--- src/common/fcs_cfg.svh ---
// Constants of the fieldbus command/state word block: defaults, bit
// positions of both words, widths.
// Assumes the includer has no other macros with the FCS_ prefix.
`ifndef FCS_CFG_SVH
`define FCS_CFG_SVH

// Word width and default command word
`define FCS_W 16
`define FCS_DEF_CMD 16'h0005
`define FCS_ZERO_WORD 16'h0000

// Command word bit positions
`define FCS_C_SWON 0
`define FCS_C_QSTOP_N 2
`define FCS_C_ACK 7
`define FCS_C_DVALID 10
`define FCS_C_WDOG 11
`define FCS_C_AUX_LO 12
`define FCS_C_AUX_HI 15

// State word bit positions
`define FCS_S_SWON_RDY 0
`define FCS_S_RUN_RDY 1
`define FCS_S_RUNNING 2
`define FCS_S_FAULT 3
`define FCS_S_QSTOP_N 5
`define FCS_S_WARN 7
`define FCS_S_PLC 9
`define FCS_S_RUN_EN 11
`define FCS_S_WDOG 15

`endif

--- src/common/fcs_pkg.sv ---
// Types of the fieldbus command/state word block.
// Assumes fcs_cfg.svh sits on the include path.
`include "fcs_cfg.svh"

package fcs_pkg;

  typedef logic [`FCS_W-1:0] fcs_word_t;

  typedef logic [3:0] fcs_aux_t;

  // Complete state of the block, registered as one vector
  typedef struct packed {
    fcs_word_t held_cmd;
    fcs_word_t held_pd;
    fcs_word_t eff_cmd;
    fcs_word_t pd_out;
    fcs_word_t state_word;
    fcs_aux_t aux;
    logic ack_prev;
    logic ack_req;
  } fcs_state_t;

endpackage

--- src/fcs_words.sv ---
// Fieldbus command word interpreter and state word builder.
// Assumes all inputs are synchronous to CLK and that the fieldbus layer
// presents the currently received words as levels.
`timescale 1ns/100ps
`include "fcs_cfg.svh"

module fcs_words (
  // Clock and reset
  input wire logic CLK,
  input wire logic NRST,
  // Received fieldbus words
  input wire fcs_pkg::fcs_word_t CMD_WORD,
  input wire fcs_pkg::fcs_word_t PD_IN,
  input wire logic PROTO_REG,
  // Configuration and supervision
  input wire logic FB_PLACE,
  input wire logic INDEP_RESET_EN,
  input wire logic WDOG_FAULT,
  input wire logic WDOG_AS_FAULT,
  // Converter status
  input wire fcs_pkg::fcs_word_t GRID_READY,
  input wire fcs_pkg::fcs_word_t APP_READY,
  input wire logic MODULATING,
  input wire logic FAULT_ACTIVE,
  input wire logic WARNING_ACTIVE,
  input wire logic RUN_EN_IN,
  input wire logic WDOG_OUT_BIT,
  // Interpreted command
  output fcs_pkg::fcs_word_t EFF_CMD,
  output fcs_pkg::fcs_word_t PD_OUT,
  output logic SWITCH_ON_EN,
  output logic QUICK_STOP_REQ,
  output logic EVENT_RESET_REQ,
  output fcs_pkg::fcs_aux_t AUX_OUT,
  output logic WDOG_IN_BIT,
  // State word back to the master
  output fcs_pkg::fcs_word_t STATE_WORD
);
  import fcs_pkg::*;

  localparam fcs_state_t RST_ST = '{
    held_cmd: `FCS_DEF_CMD,
    held_pd: `FCS_ZERO_WORD,
    eff_cmd: `FCS_DEF_CMD,
    pd_out: `FCS_ZERO_WORD,
    state_word: `FCS_ZERO_WORD,
    aux: 4'h0,
    ack_prev: 1'b0,
    ack_req: 1'b0
  };

  fcs_state_t st_ff;
  fcs_state_t nxt_st;

  // True when every bit of the word is set
  function automatic logic all_set(input fcs_word_t w);
    all_set = &w;
  endfunction

  // Drop the bits the master may not drive from another control place.
  // Dropped bits take their default value, so a foreign place never
  // leaves a stray quick stop behind; the default holds the switch-on enable set.
  function automatic fcs_word_t place_mask(input fcs_word_t w,
                                           input logic fb,
                                           input logic indep);
    fcs_word_t r;
    r = w;
    if (!fb) begin
      r = `FCS_DEF_CMD;
      r[`FCS_C_DVALID] = w[`FCS_C_DVALID];
      r[`FCS_C_WDOG] = w[`FCS_C_WDOG];
      if (indep) begin
        r[`FCS_C_ACK] = w[`FCS_C_ACK];
      end
    end
    place_mask = r;
  endfunction

  logic dvalid;
  logic wdog_sub;
  logic ack_now;
  fcs_word_t sel_cmd;
  fcs_word_t new_eff;
  fcs_word_t sw;

  always_comb begin
    nxt_st = st_ff;
    dvalid = CMD_WORD[`FCS_C_DVALID];
    wdog_sub = WDOG_FAULT & WDOG_AS_FAULT;

    // Command word: freeze on data valid low, default on watchdog fault
    if (dvalid) begin
      nxt_st.held_cmd = CMD_WORD;
    end
    sel_cmd = dvalid ? CMD_WORD : st_ff.held_cmd;
    if (wdog_sub) begin
      sel_cmd = `FCS_DEF_CMD;
    end
    // The toggle must track the wire or the supervision trips itself
    sel_cmd[`FCS_C_WDOG] = CMD_WORD[`FCS_C_WDOG];
    sel_cmd[`FCS_C_DVALID] = dvalid;
    new_eff = place_mask(sel_cmd, FB_PLACE, INDEP_RESET_EN);
    nxt_st.eff_cmd = new_eff;

    // Other process data: gated only outside the register protocol
    if (dvalid && !PROTO_REG) begin
      nxt_st.held_pd = PD_IN;
    end
    if (PROTO_REG || dvalid) begin
      nxt_st.pd_out = PD_IN;
    end else begin
      nxt_st.pd_out = st_ff.held_pd;
    end

    // Auxiliary functions follow the effective command word
    nxt_st.aux = new_eff[`FCS_C_AUX_HI:`FCS_C_AUX_LO];

    // Acknowledge edge, judged on the effective word so a masked bit
    // that later reappears high still counts as a fresh edge
    ack_now = new_eff[`FCS_C_ACK];
    nxt_st.ack_prev = ack_now;
    nxt_st.ack_req = ack_now & ~st_ff.ack_prev;

    // State word, built from the effective command word now registered
    sw = `FCS_ZERO_WORD;
    sw[`FCS_S_SWON_RDY] = st_ff.eff_cmd[`FCS_C_SWON] &
                          st_ff.eff_cmd[`FCS_C_QSTOP_N] &
                          ~FAULT_ACTIVE;
    sw[`FCS_S_RUN_RDY] = all_set(GRID_READY) &
                         all_set(APP_READY);
    sw[`FCS_S_RUNNING] = MODULATING;
    sw[`FCS_S_FAULT] = FAULT_ACTIVE;
    sw[`FCS_S_QSTOP_N] = st_ff.eff_cmd[`FCS_C_QSTOP_N];
    sw[`FCS_S_WARN] = WARNING_ACTIVE;
    sw[`FCS_S_PLC] = FB_PLACE;
    sw[`FCS_S_RUN_EN] = RUN_EN_IN;
    sw[`FCS_S_WDOG] = WDOG_OUT_BIT;
    nxt_st.state_word = sw;
  end

  always_ff @(posedge CLK or negedge NRST) begin
    if (!NRST) begin
      st_ff <= RST_ST;
    end else begin
      st_ff <= nxt_st;
    end
  end

  assign EFF_CMD = st_ff.eff_cmd;
  assign PD_OUT = st_ff.pd_out;
  assign SWITCH_ON_EN = st_ff.eff_cmd[`FCS_C_SWON];
  // Inverted polarity: a low bit asks for the stop
  assign QUICK_STOP_REQ = ~st_ff.eff_cmd[`FCS_C_QSTOP_N];
  assign EVENT_RESET_REQ = st_ff.ack_req;
  assign AUX_OUT = st_ff.aux;
  assign WDOG_IN_BIT = st_ff.eff_cmd[`FCS_C_WDOG];
  assign STATE_WORD = st_ff.state_word;

endmodule

--- config.mk ---
export PLATFORM = sky130hd
export DESIGN_NAME = fcs_words
export DESIGN_NICKNAME = d
export VERILOG_FILES = /design/src/common/fcs_pkg.sv /design/src/fcs_words.sv
export VERILOG_INCLUDE_DIRS = /design/src /design/src/common
export SDC_FILE = /design/constraint.sdc
export NUM_CORES = 1
export LEC_CHECK = 0
export BUFFER_PORTS_ARGS = -buffer_cell sky130_fd_sc_hd__buf_4
export CORE_ASPECT_RATIO = 1.1
export CORE_MARGIN = 2
export CORE_UTILIZATION = 40
export CTS_CLUSTER_DIAMETER = 100
export CTS_CLUSTER_SIZE = 12
export DETAILED_ROUTE_END_ITERATION = 8
export GPL_TIMING_DRIVEN = 0
export PLACE_DENSITY = 0.8
export SETUP_SLACK_MARGIN = 0.5
export SLEW_MARGIN = 10
export SYNTH_ARGS = -nofsm -noshare
export SYNTH_HDL_FRONTEND = slang
export SYNTH_SLANG_ARGS = --single-unit
--- constraint.sdc ---
create_clock -name CLK -period 1.6 [get_ports CLK]
set_clock_uncertainty 0.15 [all_clocks]
set_input_delay 0.08 -clock CLK [delete_from_list [all_inputs] [get_ports CLK]]
set_output_delay 0.08 -clock CLK [all_outputs]
set_load 0.05 [all_outputs]
Word level (Yosys, flattened, before mapping)
Cells that the tools add are included.
W data, S select, Z words.

storage, ports and cells
  register bits after elaboration = 79
  logic and storage cells = 26

operators by class
  muxes and demuxes = 5
  bitwise logic cells = 8
  reduce and logical (&&, ||, !) cells = 5

operator list
  cell                 count
  $mux W16             4
  $reduce_and A16 Y1   2
  $and A1 B1 Y1        5
  $not A1 Y1           3
  $logic_and A1 B1 Y1  1
  $logic_not A1 Y1     1
  $logic_or A1 B1 Y1   1
  $mux W1              1

Depth between registers and ports, before layout
Gate-level depths: netlist of the first run.

  depth in word-level cells = 5
  gate-level depth with buffers = 5
  mapped depth without buffers = 3

Worst setup path after synthesis of the first run
Ideal clock, no wire load.

  kind = input -> register
  start point = in CMD_WORD[10]
  end point = reg st_ff, in the netlist PD_OUT[0]
  data arrival time = 0.890 ns
  data required time = 1.325 ns
  setup slack = 0.435 ns
  stages = 4
  path buffers = 2
  path through = buf_6 -> nor2_4 -> buf_4 -> mux2_2

RTL lines
  element               RTL line          text
  start, declared       fcs_words.sv:12   input wire fcs_pkg::fcs_word_t CMD_WORD,
  end signal, assigned  fcs_words.sv:145  st_ff <= nxt_st;
  end, declared         fcs_words.sv:52   fcs_state_t st_ff;

Final worst setup path of the first run
  start point = reg st_ff, in the netlist EFF_CMD[0]
  end point = out EFF_CMD[0]

RTL lines
  element        RTL line         text
  end, declared  fcs_words.sv:29  output fcs_pkg::fcs_word_t EFF_CMD,

No word-level cell between the ends.

==> results by stage, run 1 <==
Global routing:
- Summed over all layers, the global routing overflow is 0.
- The number of global-route vias before repair was approximately 2.4k.
- The wire length of the first global-routing pass is 11,200 µm.
- The maximum number of pins on one net before global-route repair is 73.
- The number of antenna violations at the first check in global routing came to 0.
- Across every metal layer, demand over resource in global routing totals 0.182.

Logic synthesis:
- Summing every instance area after synthesis gives around 3100 µm².
- The average cell area after synthesis is ~14 µm².
- The sequential fraction of the synthesis area is 0.591.
- For this run, asynchronously set or reset flops after synthesis account for 1.00.
- The number of instances in the synthesized netlist is between 200 and 250.
- The total of warnings raised by yosys is 0.
- The top flip-flop cell by instance count after synthesis is sky130_fd_sc_hd__dfrtp_1.
- The share of synthesized area in the top cell type comes to 0.556.
- By instance count, the leading cell after synthesis is sky130_fd_sc_hd__dfrtp_1.
- By count the netlist is led by sky130_fd_sc_hd__dfrtp_1, sky130_fd_sc_hd__buf_4, sky130_fd_sc_hd__mux2_2.
- Synthesis instantiated 19 different standard cells from the library.
- The number of register bits inferred by synthesis is roughly 70.
- The number of enable-type register cells in the synthesized netlist is 0.
- In the post-synthesis netlist, the biggest area contributors are sky130_fd_sc_hd__dfrtp_1, sky130_fd_sc_hd__buf_4, sky130_fd_sc_hd__mux2_4.
- The synthesized design spends more area on one cell type than any other, namely sky130_fd_sc_hd__dfrtp_1.

STA:
- The headroom to the max-slew limit is 0.415.
- The worst path meets setup with approximately 0.24 ns of slack.
- The number of failing setup endpoints in the final timing report is 0.
- The number of hold-slack violations in the final timing report was 76.
- In the finished design, the share of the clock period the worst path needs comes to 0.849.
- The number of max-slew violations in the final report is 0.
- Setup repair after global routing could not meet its margin everywhere.
- The peak clock frequency supported by timing is around 740 MHz.
- The total negative slack for setup checks is 0 ns.
- The minimum hold slack is -0.292 ns.
- The actual transition at the worst max-transition pin is 0.877 ns.
- The post-route minimum period is ~1.4 ns.

Place:
- During placement, the flow inserted port buffers numbering 124.
- The detailed placer's ending HPWL is between 4000 and 5000 µm.
- Routability-driven placement finished with a final weighted congestion of between 0.7 and 0.8.
- The instance count after placement with tap cells included is 428.
- The worst slack at placement is between 0.15 and 0.2 ns.
- Once placement finished, the instance area stood at approximately 4100 µm².

Clock tree:
- The H-tree was split into 3 levels.
- The buffer levels on the longest clock path is 2.
- Clock tree synthesis found a total of 72 sinks.
- TritonCTS created 9 clock buffers.
- After clock tree synthesis, the clock-pin slew on the worst setup and hold paths is ~0.08 ns.
- The clock reaches the later pin of the worst-skew pair after 0.34 ns.
- TritonCTS built the clock tree.
- The tree is rooted in a sky130_fd_sc_hd__clkbuf_8.

Power:
- For this design the ratio of total power to cell area is between 900 and 1000 nW/µm².
- Power comes to 4.75 mW.
- The switching portion of total power is 0.293.
- The largest vdd supply drop is ~0.00054 V.
- In this run the power spent charging and discharging nets is 1.39 mW.
- The internal portion of the total power is 3.36 mW.
- The part of the power in the clock network is 0.251.
- The reported leakage power is around 2.6 nW.
- The sequential group share of total power is 0.440.
- Of the total power, combinational logic draws 0.309.

Drt:
- The first TritonRoute pass finished after 4 iterations.
- The post-detailed-route wirelength per cell is 15.3 µm.
- The vias after detailed routing is 2,160.
- The initial DRC count is 43.
- In the routed design, unresolved DRC markers number 0.
- The count of nets left with antenna violations once routing finished came out at 0.
- The detailed-route vias per instance is approximately 4.5.
- The final layout contains routed wiring with a total length of 7420 µm.

Layout:
- The post-route standard cell area excluding fillers is 5260 µm².
- The area taken by multi-input logic gates is between 800 and 900 µm².
- The share of layout cells above drive strength 1 is 0.641.
- The number of antenna diodes in the final layout is 0.
- The number of fill cells is ~460.
- The sequential cell area is roughly 1800 µm².
- The post-synthesis to final-layout area growth is 71.9%.
- The post-layout instance count excluding filler cells is roughly 490.
- At the end of the flow, the number of nets in the layout was between 400 and 500.

Floorplanning:
- The core region is roughly 7400 µm².
- In this run the horizontal extent of the chip is 87.4 µm.
- In this run the core area contains 33 standard-cell rows.
- The die area is 8360 µm².
- For this configuration, the core starts out at a cell density of 0.412.
- The die is ~96 µm tall.
- roughly 130 I/O pins were placed.

Setup path:
- The critical path starts at EFF_CMD[0].
- The data arrival time at the worst-slack endpoint is approximately 1.1 ns.
- The critical path in this run is classified as reg2out.
- The worst setup path is launched from a flip-flop.
- Of all nets on the critical path, the largest fanout is 3.
- For the worst setup path, the data required time is about 1.4 ns.
- The worst register-to-register path begins at st_ff[77].
- STA classifies the critical path endpoint as a primary output.

Outcome:
- The final reports fail on hold timing.
- The run finished, with violations left.

Run:
- The tool flagged a number of max-cap violations equal to 0.

Worst hold path:
- The class of the worst hold path is in2async.
[per-layer routing]
| metal | vias up | routed length (µm) | GRT usage |
|---|---|---|---|
| met1 | 1030 | 2570 | 0.190 |
| met3 | 23 | 403 | 0.0446 |
| met2 | 94 | 4150 | 0.331 |
| met4 | 0 | 296 | 0.101 |
| li1 | 1013 | - | - |
| met5 | - | 0 | 0 |
[per-stage QoR]
stage,util,hold WS [ns]
after floorplan,-,-0.366
after global placement,0.557,0.0398
after detailed placement,0.557,0.0405
after CTS,0.699,-0.268
after global routing,0.707,-0.217
final,0.707,-0.292
[worst paths after layout]
check | slack [ns] | endpoint | depth (start not counted)
setup / recovery | 0.24 | EFF_CMD[0] | 2
hold / removal | -0.29 | EFF_CMD[11] | 1
max in group asynchronous | 1.00 | EFF_CMD[11] | 1
hold reg to reg | 0.28 | STATE_WORD[5] | 0
min in group CLK | -0.15 | st_ff[70] | 2
setup reg to reg | 0.43 | EVENT_RESET_REQ | 3
[state kept, by name, indices dropped and copies added (netlist names)]
name	flops
EFF_CMD	12
AUX_OUT	4
EVENT_RESET_REQ	1
PD_OUT	16
st_ff	30
STATE_WORD	9
[logic make-up after synthesis]
kind of cell           share of synthesized area
buffers and inverters                      0.148
flip-flops                                 0.591
AND/OR/NAND/NOR                           0.0626
multiplexers                               0.194
other                                    0.00123
AO/OA/AOI/OAI                            0.00327
[power by group through the flow]
stage               logic [mW]  registers (mW)  clock network (mW)
floorplan                0.757            2.10                   0
global placement          1.13            2.09                   0
global route              1.54            2.10                1.32
CTS                       1.44            2.09                1.22
finish                    1.47            2.09                1.19
detailed placement        1.15            2.10                   0
[worst max-delay path: stages, from the launching register on]
cell and delay [ns]:
sky130_fd_sc_hd__dfstp_2 0.56, sky130_fd_sc_hd__buf_8 0.10, sky130_fd_sc_hd__buf_8 0.13
[timing repair]
item                       in CTS  in global routing
gates resized for setup       137                 11
buffers inserted                0                  2
setup endpoints to repair      50                 63
pin swaps                       0                  3
hold buffers                   38                  1
hold endpoints to repair      139                 74
[final cells by class]
class	count	area share
flip-flops and latches	72	0.344
repair buffers	165	0.322
multi-input cells	85	0.162
plain buffers	59	0.120
clock buffers	12	0.0257
well taps	87	0.0207
clock inverters	4	0.00428
inverters	1	0.000714
[placed cells by master (no fill, tap or decap), types with 2 or more instances in the layout]
cell                              n
sky130_fd_sc_hd__and3_1           8
sky130_fd_sc_hd__nor2_1           2
sky130_fd_sc_hd__and3_4           3
sky130_fd_sc_hd__buf_6           51
sky130_fd_sc_hd__buf_8           46
sky130_fd_sc_hd__or2_4            2
sky130_fd_sc_hd__buf_4           85
sky130_fd_sc_hd__dfrtp_1         67
sky130_fd_sc_hd__nand4_1          8
sky130_fd_sc_hd__mux2_2          23
sky130_fd_sc_hd__clkbuf_1         4
sky130_fd_sc_hd__dfstp_2          4
sky130_fd_sc_hd__dlygate4sd3_1   37
sky130_fd_sc_hd__mux2_4          23
sky130_fd_sc_hd__or4_1            2
sky130_fd_sc_hd__conb_1           7
sky130_fd_sc_hd__dlymetal6s4s_1   2
sky130_fd_sc_hd__nand2_1          3
sky130_fd_sc_hd__clkbuf_8         9
sky130_fd_sc_hd__clkinv_2         3
Power figures use the tool's default switching activity.
==> run 2: changes to the inputs <==
--- a/config.mk
+++ b/config.mk
@@ -6,6 +6,7 @@
 export SDC_FILE = /design/constraint.sdc
 export NUM_CORES = 1
 export LEC_CHECK = 0
+export ABC_AREA = 1
 export BUFFER_PORTS_ARGS = -buffer_cell sky130_fd_sc_hd__buf_4
 export CORE_ASPECT_RATIO = 1.1
 export CORE_MARGIN = 2
@@ -14,7 +15,7 @@
 export CTS_CLUSTER_SIZE = 12
 export DETAILED_ROUTE_END_ITERATION = 8
 export GPL_TIMING_DRIVEN = 0
-export PLACE_DENSITY = 0.8
+export PLACE_DENSITY = 0.83
 export SETUP_SLACK_MARGIN = 0.5
 export SLEW_MARGIN = 10
 export SYNTH_ARGS = -nofsm -noshare
==> constraint.sdc (replaced) <==
create_clock -name CLK -period 1.2 [get_ports CLK]
set_clock_uncertainty 0.15 [all_clocks]
set_input_delay 0.06 -clock CLK [delete_from_list [all_inputs] [get_ports CLK]]
set_output_delay 0.06 -clock CLK [all_outputs]
set_load 0.05 [all_outputs]
==> run 2 against run 1 <==
Effect of this change: largest cell class unchanged; the flow finishes with violations (hold timing, setup timing); largest power group unchanged; cell area down 3.8%; sequential share of layout area up 1.4 points; non-clock buffer count down 30.
==> results by stage, run 2 <==
Outcome:
- The run finished, with violations left.
- The checks that failed: hold timing, setup timing.

Drt:
- In the final routed layout, each cell accounts on average for between 10 and 15 µm.
- The number of antenna-violating nets in the routed design is 0.
- The first-pass iteration count of the detailed router is 4.
- The detailed-route vias per instance is approximately 4.3.
- The detailed router finished its first iteration with 64 violations.
- The vias after detailed routing is 2,452.
- The routed design has about 6700 µm of wire.
- The post-detailed-route DRC marker count is 0.

Layout:
- The number of flip-flops under the largest register name is 30.
- More flip-flops sit in one register than any other, and that register is st_ff.
- The net count of the finished layout is 552.
- The library cell used most frequently in the layout, excluding fill and tap cells, is sky130_fd_sc_hd__buf_4.
- From synthesis to final layout, the design area changed by 65.4%.
- The final core utilization is 0.680.
- The share of layout cells above drive strength 1 is 0.474.
- The top cell types in the final layout, fill and taps aside, are sky130_fd_sc_hd__buf_4, sky130_fd_sc_hd__dfrtp_1, sky130_fd_sc_hd__nand2_1.
- The number of fill cells is 540.
- The number of diodes is 0.

Logic synthesis:
- The sequential fraction of the synthesis area is 0.591.
- The dominant combinational cell family by area after synthesis is buffers and inverters.
- The post-synthesis share of cell area spent on full adders, half adders and majority gates is 0.
- The most frequent cell after synthesis is sky130_fd_sc_hd__dfrtp_1.
- Synthesis produced a netlist whose cell count is around 330.
- In the post-synthesis netlist, the biggest area contributors are sky130_fd_sc_hd__dfrtp_1, sky130_fd_sc_hd__buf_4, sky130_fd_sc_hd__nand2_1.
- The number of distinct library cells after synthesis is 15.
- Of the post-synthesis cell area, the part taken by muxes is 0.
- A synthesized cell averages roughly 9.3 µm².
- The compound-gate portion of the synthesized area was 0.0770.
- The top flip-flop cell by instance count after synthesis is sky130_fd_sc_hd__dfrtp_1.
- The area share of the largest cell type after synthesis is 0.557.
- Of the total synthesized cell area, the portion taken by XOR and XNOR cells is 0.
- The synthesized design spends more area on one cell type than any other, namely sky130_fd_sc_hd__dfrtp_1.
- After synthesis, the most frequently instantiated cells are sky130_fd_sc_hd__dfrtp_1, sky130_fd_sc_hd__nand2_1, sky130_fd_sc_hd__inv_1.
- The Yosys step of the flow raised 0 warnings.
- Synthesis inferred 72 register bits.
- Yosys mapped a number of flops with a built-in enable equal to 0.
- Of the total synthesized cell area, the portion taken by AND, OR, NAND and NOR gates is 0.115.
- The share of synthesized registers carrying an async set or reset is 1.00.
- The netlist area before placement is between 3000 and 4000 µm².

STA:
- The total negative slack for setup checks is -0.780 ns.
- Setup repair after global routing could not meet its margin everywhere.
- The number of hold-slack violations in the final timing report is between 100 and 150.
- The number of max-slew violations in the final report is 0.
- The number of failing setup endpoints in the final timing report is 17.
- The peak clock frequency supported by timing is ~740 MHz.
- The setup slack of the critical path after layout is -0.150 ns.
- The post-route minimum period is 1.35 ns.
- The minimum hold slack is -0.432 ns.
- At the pin with the least slew margin, the transition time is between 0.6 and 0.7 ns.
- Of the available clock period, the critical path in the final layout requires 1.13.
- The headroom to the max-slew limit is 0.579.

Setup path:
- The highest net fanout along the worst path is 3.
- The critical path launch point type is a flip-flop.
- The classification of the worst setup path is reg2out.
- STA classifies the critical path endpoint as a primary output.
- The data arrival time at the worst-slack endpoint is roughly 1.1 ns.
- The required time reported for the critical path endpoint is approximately 0.99 ns.

Floorplanning:
- The initial utilization of the core area, before any placement, comes to 0.411.
- The die is roughly 96 µm tall.
- The initialized floorplan defines 33 standard-cell rows.
- Pin placement for this block handled 132 I/O pins.
- The placeable core region is ~7400 µm².
- The die covers ~8400 µm².
- The floorplan step set the die width to about 87 µm.

Clock tree:
- TritonCTS built the clock tree.
- The clock-pin transition on the worst setup and hold timing paths is roughly 0.080 ns.
- The clock reaches the later pin of the worst-skew pair after about 0.34 ns.
- The buffer levels on the longest clock path is 2.
- CTS saw 72 sinks.
- The level count of the clock H-tree is 3.
- The TritonCTS buffer count is 9.
- The root buffer selected by CTS is sky130_fd_sc_hd__clkbuf_8.

Power:
- The analysis attributes to cell leakage a power of approximately 2.7 nW.
- The switching portion of total power is 0.296.
- The share of total power dissipated in combinational logic is 0.260.
- For this design the ratio of total power to cell area is roughly 1300 nW/µm².
- The part of the power in the clock network is 0.324.
- The net switching power figure is 1.96 mW.
- The sequential group share of total power is 0.416.
- The total internal power is around 4.7 mW.
- Across the VDD grid, the largest voltage drop is just over 0.0007 V.

Global routing:
- The total overflow left after global routing is 0.
- The number of antenna violations at the first check in global routing was 0.
- The maximum number of pins on one net before global-route repair is 73.
- For this run, the total global-route usage over all layers was measured as 0.167.
- The number of global-route vias before repair is about 2.4k.
- The wire length of the first global-routing pass is 10,700 µm.

Place:
- The detailed placer's ending HPWL is 4770 µm.
- The global placer's final weighted congestion is about 0.76.
- Input and output buffers added on the ports amount to approximately 120.

Worst hold path:
- The class of the worst hold path is in2async.

Run:
- The reported max-cap violation count is 0.
[run 2: changes by cell type in the layout (fill, tap and decap cells not counted), sizes merged, moves of 4 or more]
| cell | delta |
|---|---|
| o21ai | +47 |
| nor2 | +16 |
| and3 | -11 |
| dlygate4sd3 | -30 |
| nand4 | -4 |
| clkbuf | -4 |
| nand2 | +63 |
| mux2 | -46 |
| inv | +57 |
[run 2: what timing repair did]
item | CTS | global route
hold endpoints to repair | 139 | 132
setup endpoints to repair | 112 | 168
pin swaps | 1 | 1
cloned | 0 | 0
hold buffers | 7 | 1
setup buffers | 1 | 0
gates resized for setup | 81 | 25
[run 2: routing by layer]
layer	share of wire	GRT usage	up-vias	wire, µm
li1	-	-	1228	-
met1	0.37	0.182	1129	2460
met4	0.014	0.0564	0	91
met2	0.56	0.302	85	3730
met5	0	0	-	0
met3	0.064	0.0545	10	431
[run 2: area by class of cell]
cell class / count / area [µm²] / share of cell area
clock buffers: 9 / 124 / 0.0245
well taps: 87 / 109 / 0.0215
plain buffers: 62 / 678 / 0.134
repair buffers: 132 / 1340 / 0.266
inverters: 55 / 206 / 0.0408
multi-input cells: 144 / 684 / 0.135
flip-flops and latches: 72 / 1810 / 0.358
clock inverters: 7 / 101 / 0.0200
[run 2: cell families after synthesis]
logic type,after synthesis
compound gates,47
buf+inv,117
flops,72
other cells,1
simple gates,90
[run 2: path summary, 6_finish.rpt]
kind	start	end	slack [ns]	cells after the start
worst max-delay path	EFF_CMD[0]	EFF_CMD[0]	-0.15	2
worst min-delay path	NRST	EFF_CMD[7]	-0.43	1
worst max register to register	EFF_CMD[2]	STATE_WORD[0]	0.16	3
worst min register to register	st_ff[82]	st_ff[82]	0.32	2
max in group asynchronous	NRST	EFF_CMD[11]	0.87	1
min in group CLK	CMD_WORD[10]	EFF_CMD[10]	-0.27	1
[run 2: worst max-delay path, stage by stage (launching register included)]
cell,delay [ns]
sky130_fd_sc_hd__dfstp_2,0.57
sky130_fd_sc_hd__buf_8,0.10
sky130_fd_sc_hd__buf_8,0.13
[run 2: through the flow]
stage | power (mW) | instances | setup slack, ns | instance area, µm²
finish | 6.63 | 568 | -0.150 | 5060
global placement | 4.25 | 544 | 0.178 | 4360
CTS | 6.63 | 568 | -0.161 | 4970
detailed placement | 4.29 | 544 | 0.145 | 4360
global route | 6.91 | 568 | -0.188 | 5060
floorplan | 3.78 | 333 | 0.111 | 3320
[run 2: power by group through the flow]
stage                     Combinational [mW]  Clock, mW  Sequential [mW]
after detailed placement                1.49          0             2.80
after floorplan                        0.981          0             2.80
after CTS                               1.68       2.20             2.76
final                                   1.72       2.15             2.76
after global placement                  1.46          0             2.79
after global routing                    1.83       2.29             2.78
==> run 3: changes to the inputs <==
--- a/config.mk
+++ b/config.mk
@@ -7,15 +7,14 @@
 export NUM_CORES = 1
 export LEC_CHECK = 0
 export ABC_AREA = 1
-export BUFFER_PORTS_ARGS = -buffer_cell sky130_fd_sc_hd__buf_4
 export CORE_ASPECT_RATIO = 1.1
 export CORE_MARGIN = 2
 export CORE_UTILIZATION = 40
-export CTS_CLUSTER_DIAMETER = 100
 export CTS_CLUSTER_SIZE = 12
 export DETAILED_ROUTE_END_ITERATION = 8
+export DONT_BUFFER_PORTS = 1
 export GPL_TIMING_DRIVEN = 0
-export PLACE_DENSITY = 0.83
+export PLACE_DENSITY = 0.67
 export SETUP_SLACK_MARGIN = 0.5
 export SLEW_MARGIN = 10
 export SYNTH_ARGS = -nofsm -noshare
==> run 3 against run 2 <==
Effect of this change: the run still ends with hold timing, setup timing left; largest cell class is now registers; first-iteration DRC count increased by 28%; hold slack worse by 0.31 ns; highest routed layer unchanged; clock-buffer cell count is 1 higher.
==> results by stage, run 3 (same netlist as run 2, synthesis figures left out) <==
Outcome:
- The run finished, with violations left.
- The final reports fail on hold timing, setup timing.

Layout:
- The count of nets after finishing is 448.
- Summing all multi-input logic gate instances after layout gives between 600 and 700 µm².
- The sequential cell area is 1810 µm².
- Counting flops per register, the top entry is st_ff.
- The finished cells cover 3970 µm².
- Leaving out fill and tap cells, the most frequent cell in the layout is sky130_fd_sc_hd__dfrtp_1.
- The share of layout cells above drive strength 1 is 0.281.
- Leaving out fill and tap cells, the most frequent cells in the layout are sky130_fd_sc_hd__dfrtp_1, sky130_fd_sc_hd__nand2_1, sky130_fd_sc_hd__inv_1.
- The number of diodes is 0.
- The final core utilization is 0.535.
- The post-layout instance count excluding filler cells is between 400 and 500.
- The filler cells instantiated in the layout total 672.
- The post-synthesis to final-layout area growth is 30.0%.
- The number of flip-flops under the largest register name is 30.

Place:
- The global placer's final weighted congestion is between 0.7 and 0.8.
- The worst slack at placement is 0.0889 ns.
- Summed over all nets, the half-perimeter wirelength after detailed placement is just under 4000 µm.
- The instance count after placement with tap cells included is 420.
- Input and output buffers added on the ports amount to 0.
- The instance area after placement is 3430 µm².

Drt:
- The detail route stage leaves a number of antenna-violating nets equal to 0.
- In this run, the number of DRC markers left after iteration 0 of detailed routing was 82.
- The uppermost layer routed is met4.
- After detailed routing, the number of vias per cell comes to roughly 4.5.
- The routed wire length on met3 is roughly 350 µm.
- For this run, design rule violations remaining after detail routing come to 0.
- In the final routing, the length of wire on met1 measures around 2300 µm.
- Before antenna repair, the detailed router went through 4 iterations.
- Summing over every cut layer, the via total after detailed routing is between 2k and 2.5k.
- The post-detailed-route wirelength per cell is around 12 µm.
- The routed design has between 5000 and 6000 µm of wire.
- After detailed routing, the met2 layer carries 2830 µm of wire.

Run:
- The reported max-cap violation count is 0.

Floorplanning:
- The placement row count is 33.
- The die is slightly below 90 µm wide.
- The initial utilization of the core area, before any placement, comes to 0.411.
- The floorplan step defined a die boundary enclosing between 8000 and 9000 µm².
- The placeable core region is 7430 µm².
- The number of ports placed on the die boundary is about 130.
- The vertical die dimension is approximately 96 µm.

Setup path:
- Counting both buffers and inverters, the worst setup path holds a total of 1.
- The worst-path cell with the longest stage delay is sky130_fd_sc_hd__dfstp_4.
- Data arrives at the worst endpoint at about 1.2 ns.
- The critical path is of the reg2out type.
- The required time reported for the critical path endpoint is between 0.9 and 1 ns.
- The critical path launch point type is a flip-flop.
- The highest net fanout along the worst path is 3.
- The cell type group with the largest total delay on the critical path is flip-flops.
- The worst setup path is captured at a primary output.
- In this design, the stage delay of the slowest critical-path cell is between 0.7 and 0.8 ns.
- Walking the worst path, the cells encountered are buf_8.

STA:
- The setup slack of the critical path after layout is -0.249 ns.
- Setup violations remaining at the end of the flow were counted as 5.
- The total negative slack for setup checks is -0.615 ns.
- Across all hold checks on the routed design, the worst slack comes to -0.743 ns.
- The share of the cycle needed by the critical path after routing is 1.21.
- Setup repair after global routing could not meet its margin everywhere.
- The number of hold-slack violations in the final timing report is around 120.
- The peak clock frequency supported by timing is ~690 MHz.
- The number of max-slew violations in the final report is 0.
- The worst path in the final design needs a cycle of 1.45 ns, including I/O delays and setup.

Global routing:
- Entering global routing, the biggest net connects 73 pins.
- The number of antenna violations at the first check in global routing is 0.
- For this run, the total global-route usage over all layers was measured as 0.140.
- The wire length of the first global-routing pass is around 9000 µm.
- The overall overflow remaining after global route is 0.
- The number of global-route vias before repair was ~2k.

Power:
- Total power for the finished layout comes to 5.87 mW.
- The largest vdd supply drop is 0.000626 V.
- For this design the static power due to leakage is 2.03 nW.
- The total power density per cell area is approximately 1500 nW/µm².

Clock tree:
- The level count of the clock H-tree is 3.
- The clock insertion delay at the later pin of the skew report is about 0.34 ns.
- After clock tree synthesis, the clock-pin slew on the worst setup and hold paths is about 0.08 ns.
- The tree is rooted in a sky130_fd_sc_hd__clkbuf_8.
- The TritonCTS clock tree is built.
- Hold repair after CTS inserted 26 buffers.
- The buffer levels on the longest clock path is 2.
- The TritonCTS buffer count is 9.
- CTS saw 72 sinks.

Worst hold path:
- The class of the worst hold path is in2async.
run 3: cell type report:
class,instances,share of cell area
plain buffers,62,0.171
inverters,55,0.0520
multi-input cells,144,0.172
well taps,87,0.0274
flip-flops and latches,72,0.456
clock inverters,6,0.0170
repair buffers,28,0.0696
clock buffers,10,0.0346
run 3: what timing repair did:
action | CTS | global route
pin swaps | 1 | 3
endpoints found under the hold margin | 143 | 124
setup buffers | 0 | 2
endpoints found under the setup margin | 112 | 112
gates resized for setup | 12 | 11
run 3: worst paths after layout:
kind	start	depth (start not counted)	slack, ns	to
min in group CLK	PROTO_REG	3	-0.25	PD_OUT[15]
setup / recovery	EFF_CMD[0]	1	-0.25	EFF_CMD[0]
hold reg to reg	st_ff[84]	2	0.32	st_ff[84]
setup reg to reg	EFF_CMD[0]	2	0.11	STATE_WORD[0]
max in group asynchronous	NRST	0	1.45	EFF_CMD[2]
hold / removal	NRST	0	-0.74	EFF_CMD[5]
run 3: routing by layer:
| layer | vias up | global-route usage |
|---|---|---|
| li1 | 1020 | - |
| met4 | 0 | 0.0731 |
| met3 | 13 | 0.0329 |
| met1 | 970 | 0.162 |
| met5 | - | 0 |
| met2 | 92 | 0.239 |
run 3: report_power, final:
part	total, mW	switching [mW]	internal [mW]	leakage, nW
clock network	1.94	0.915	1.02	0.0989
logic	1.15	0.717	0.435	1.07
registers	2.78	0.135	2.65	0.862
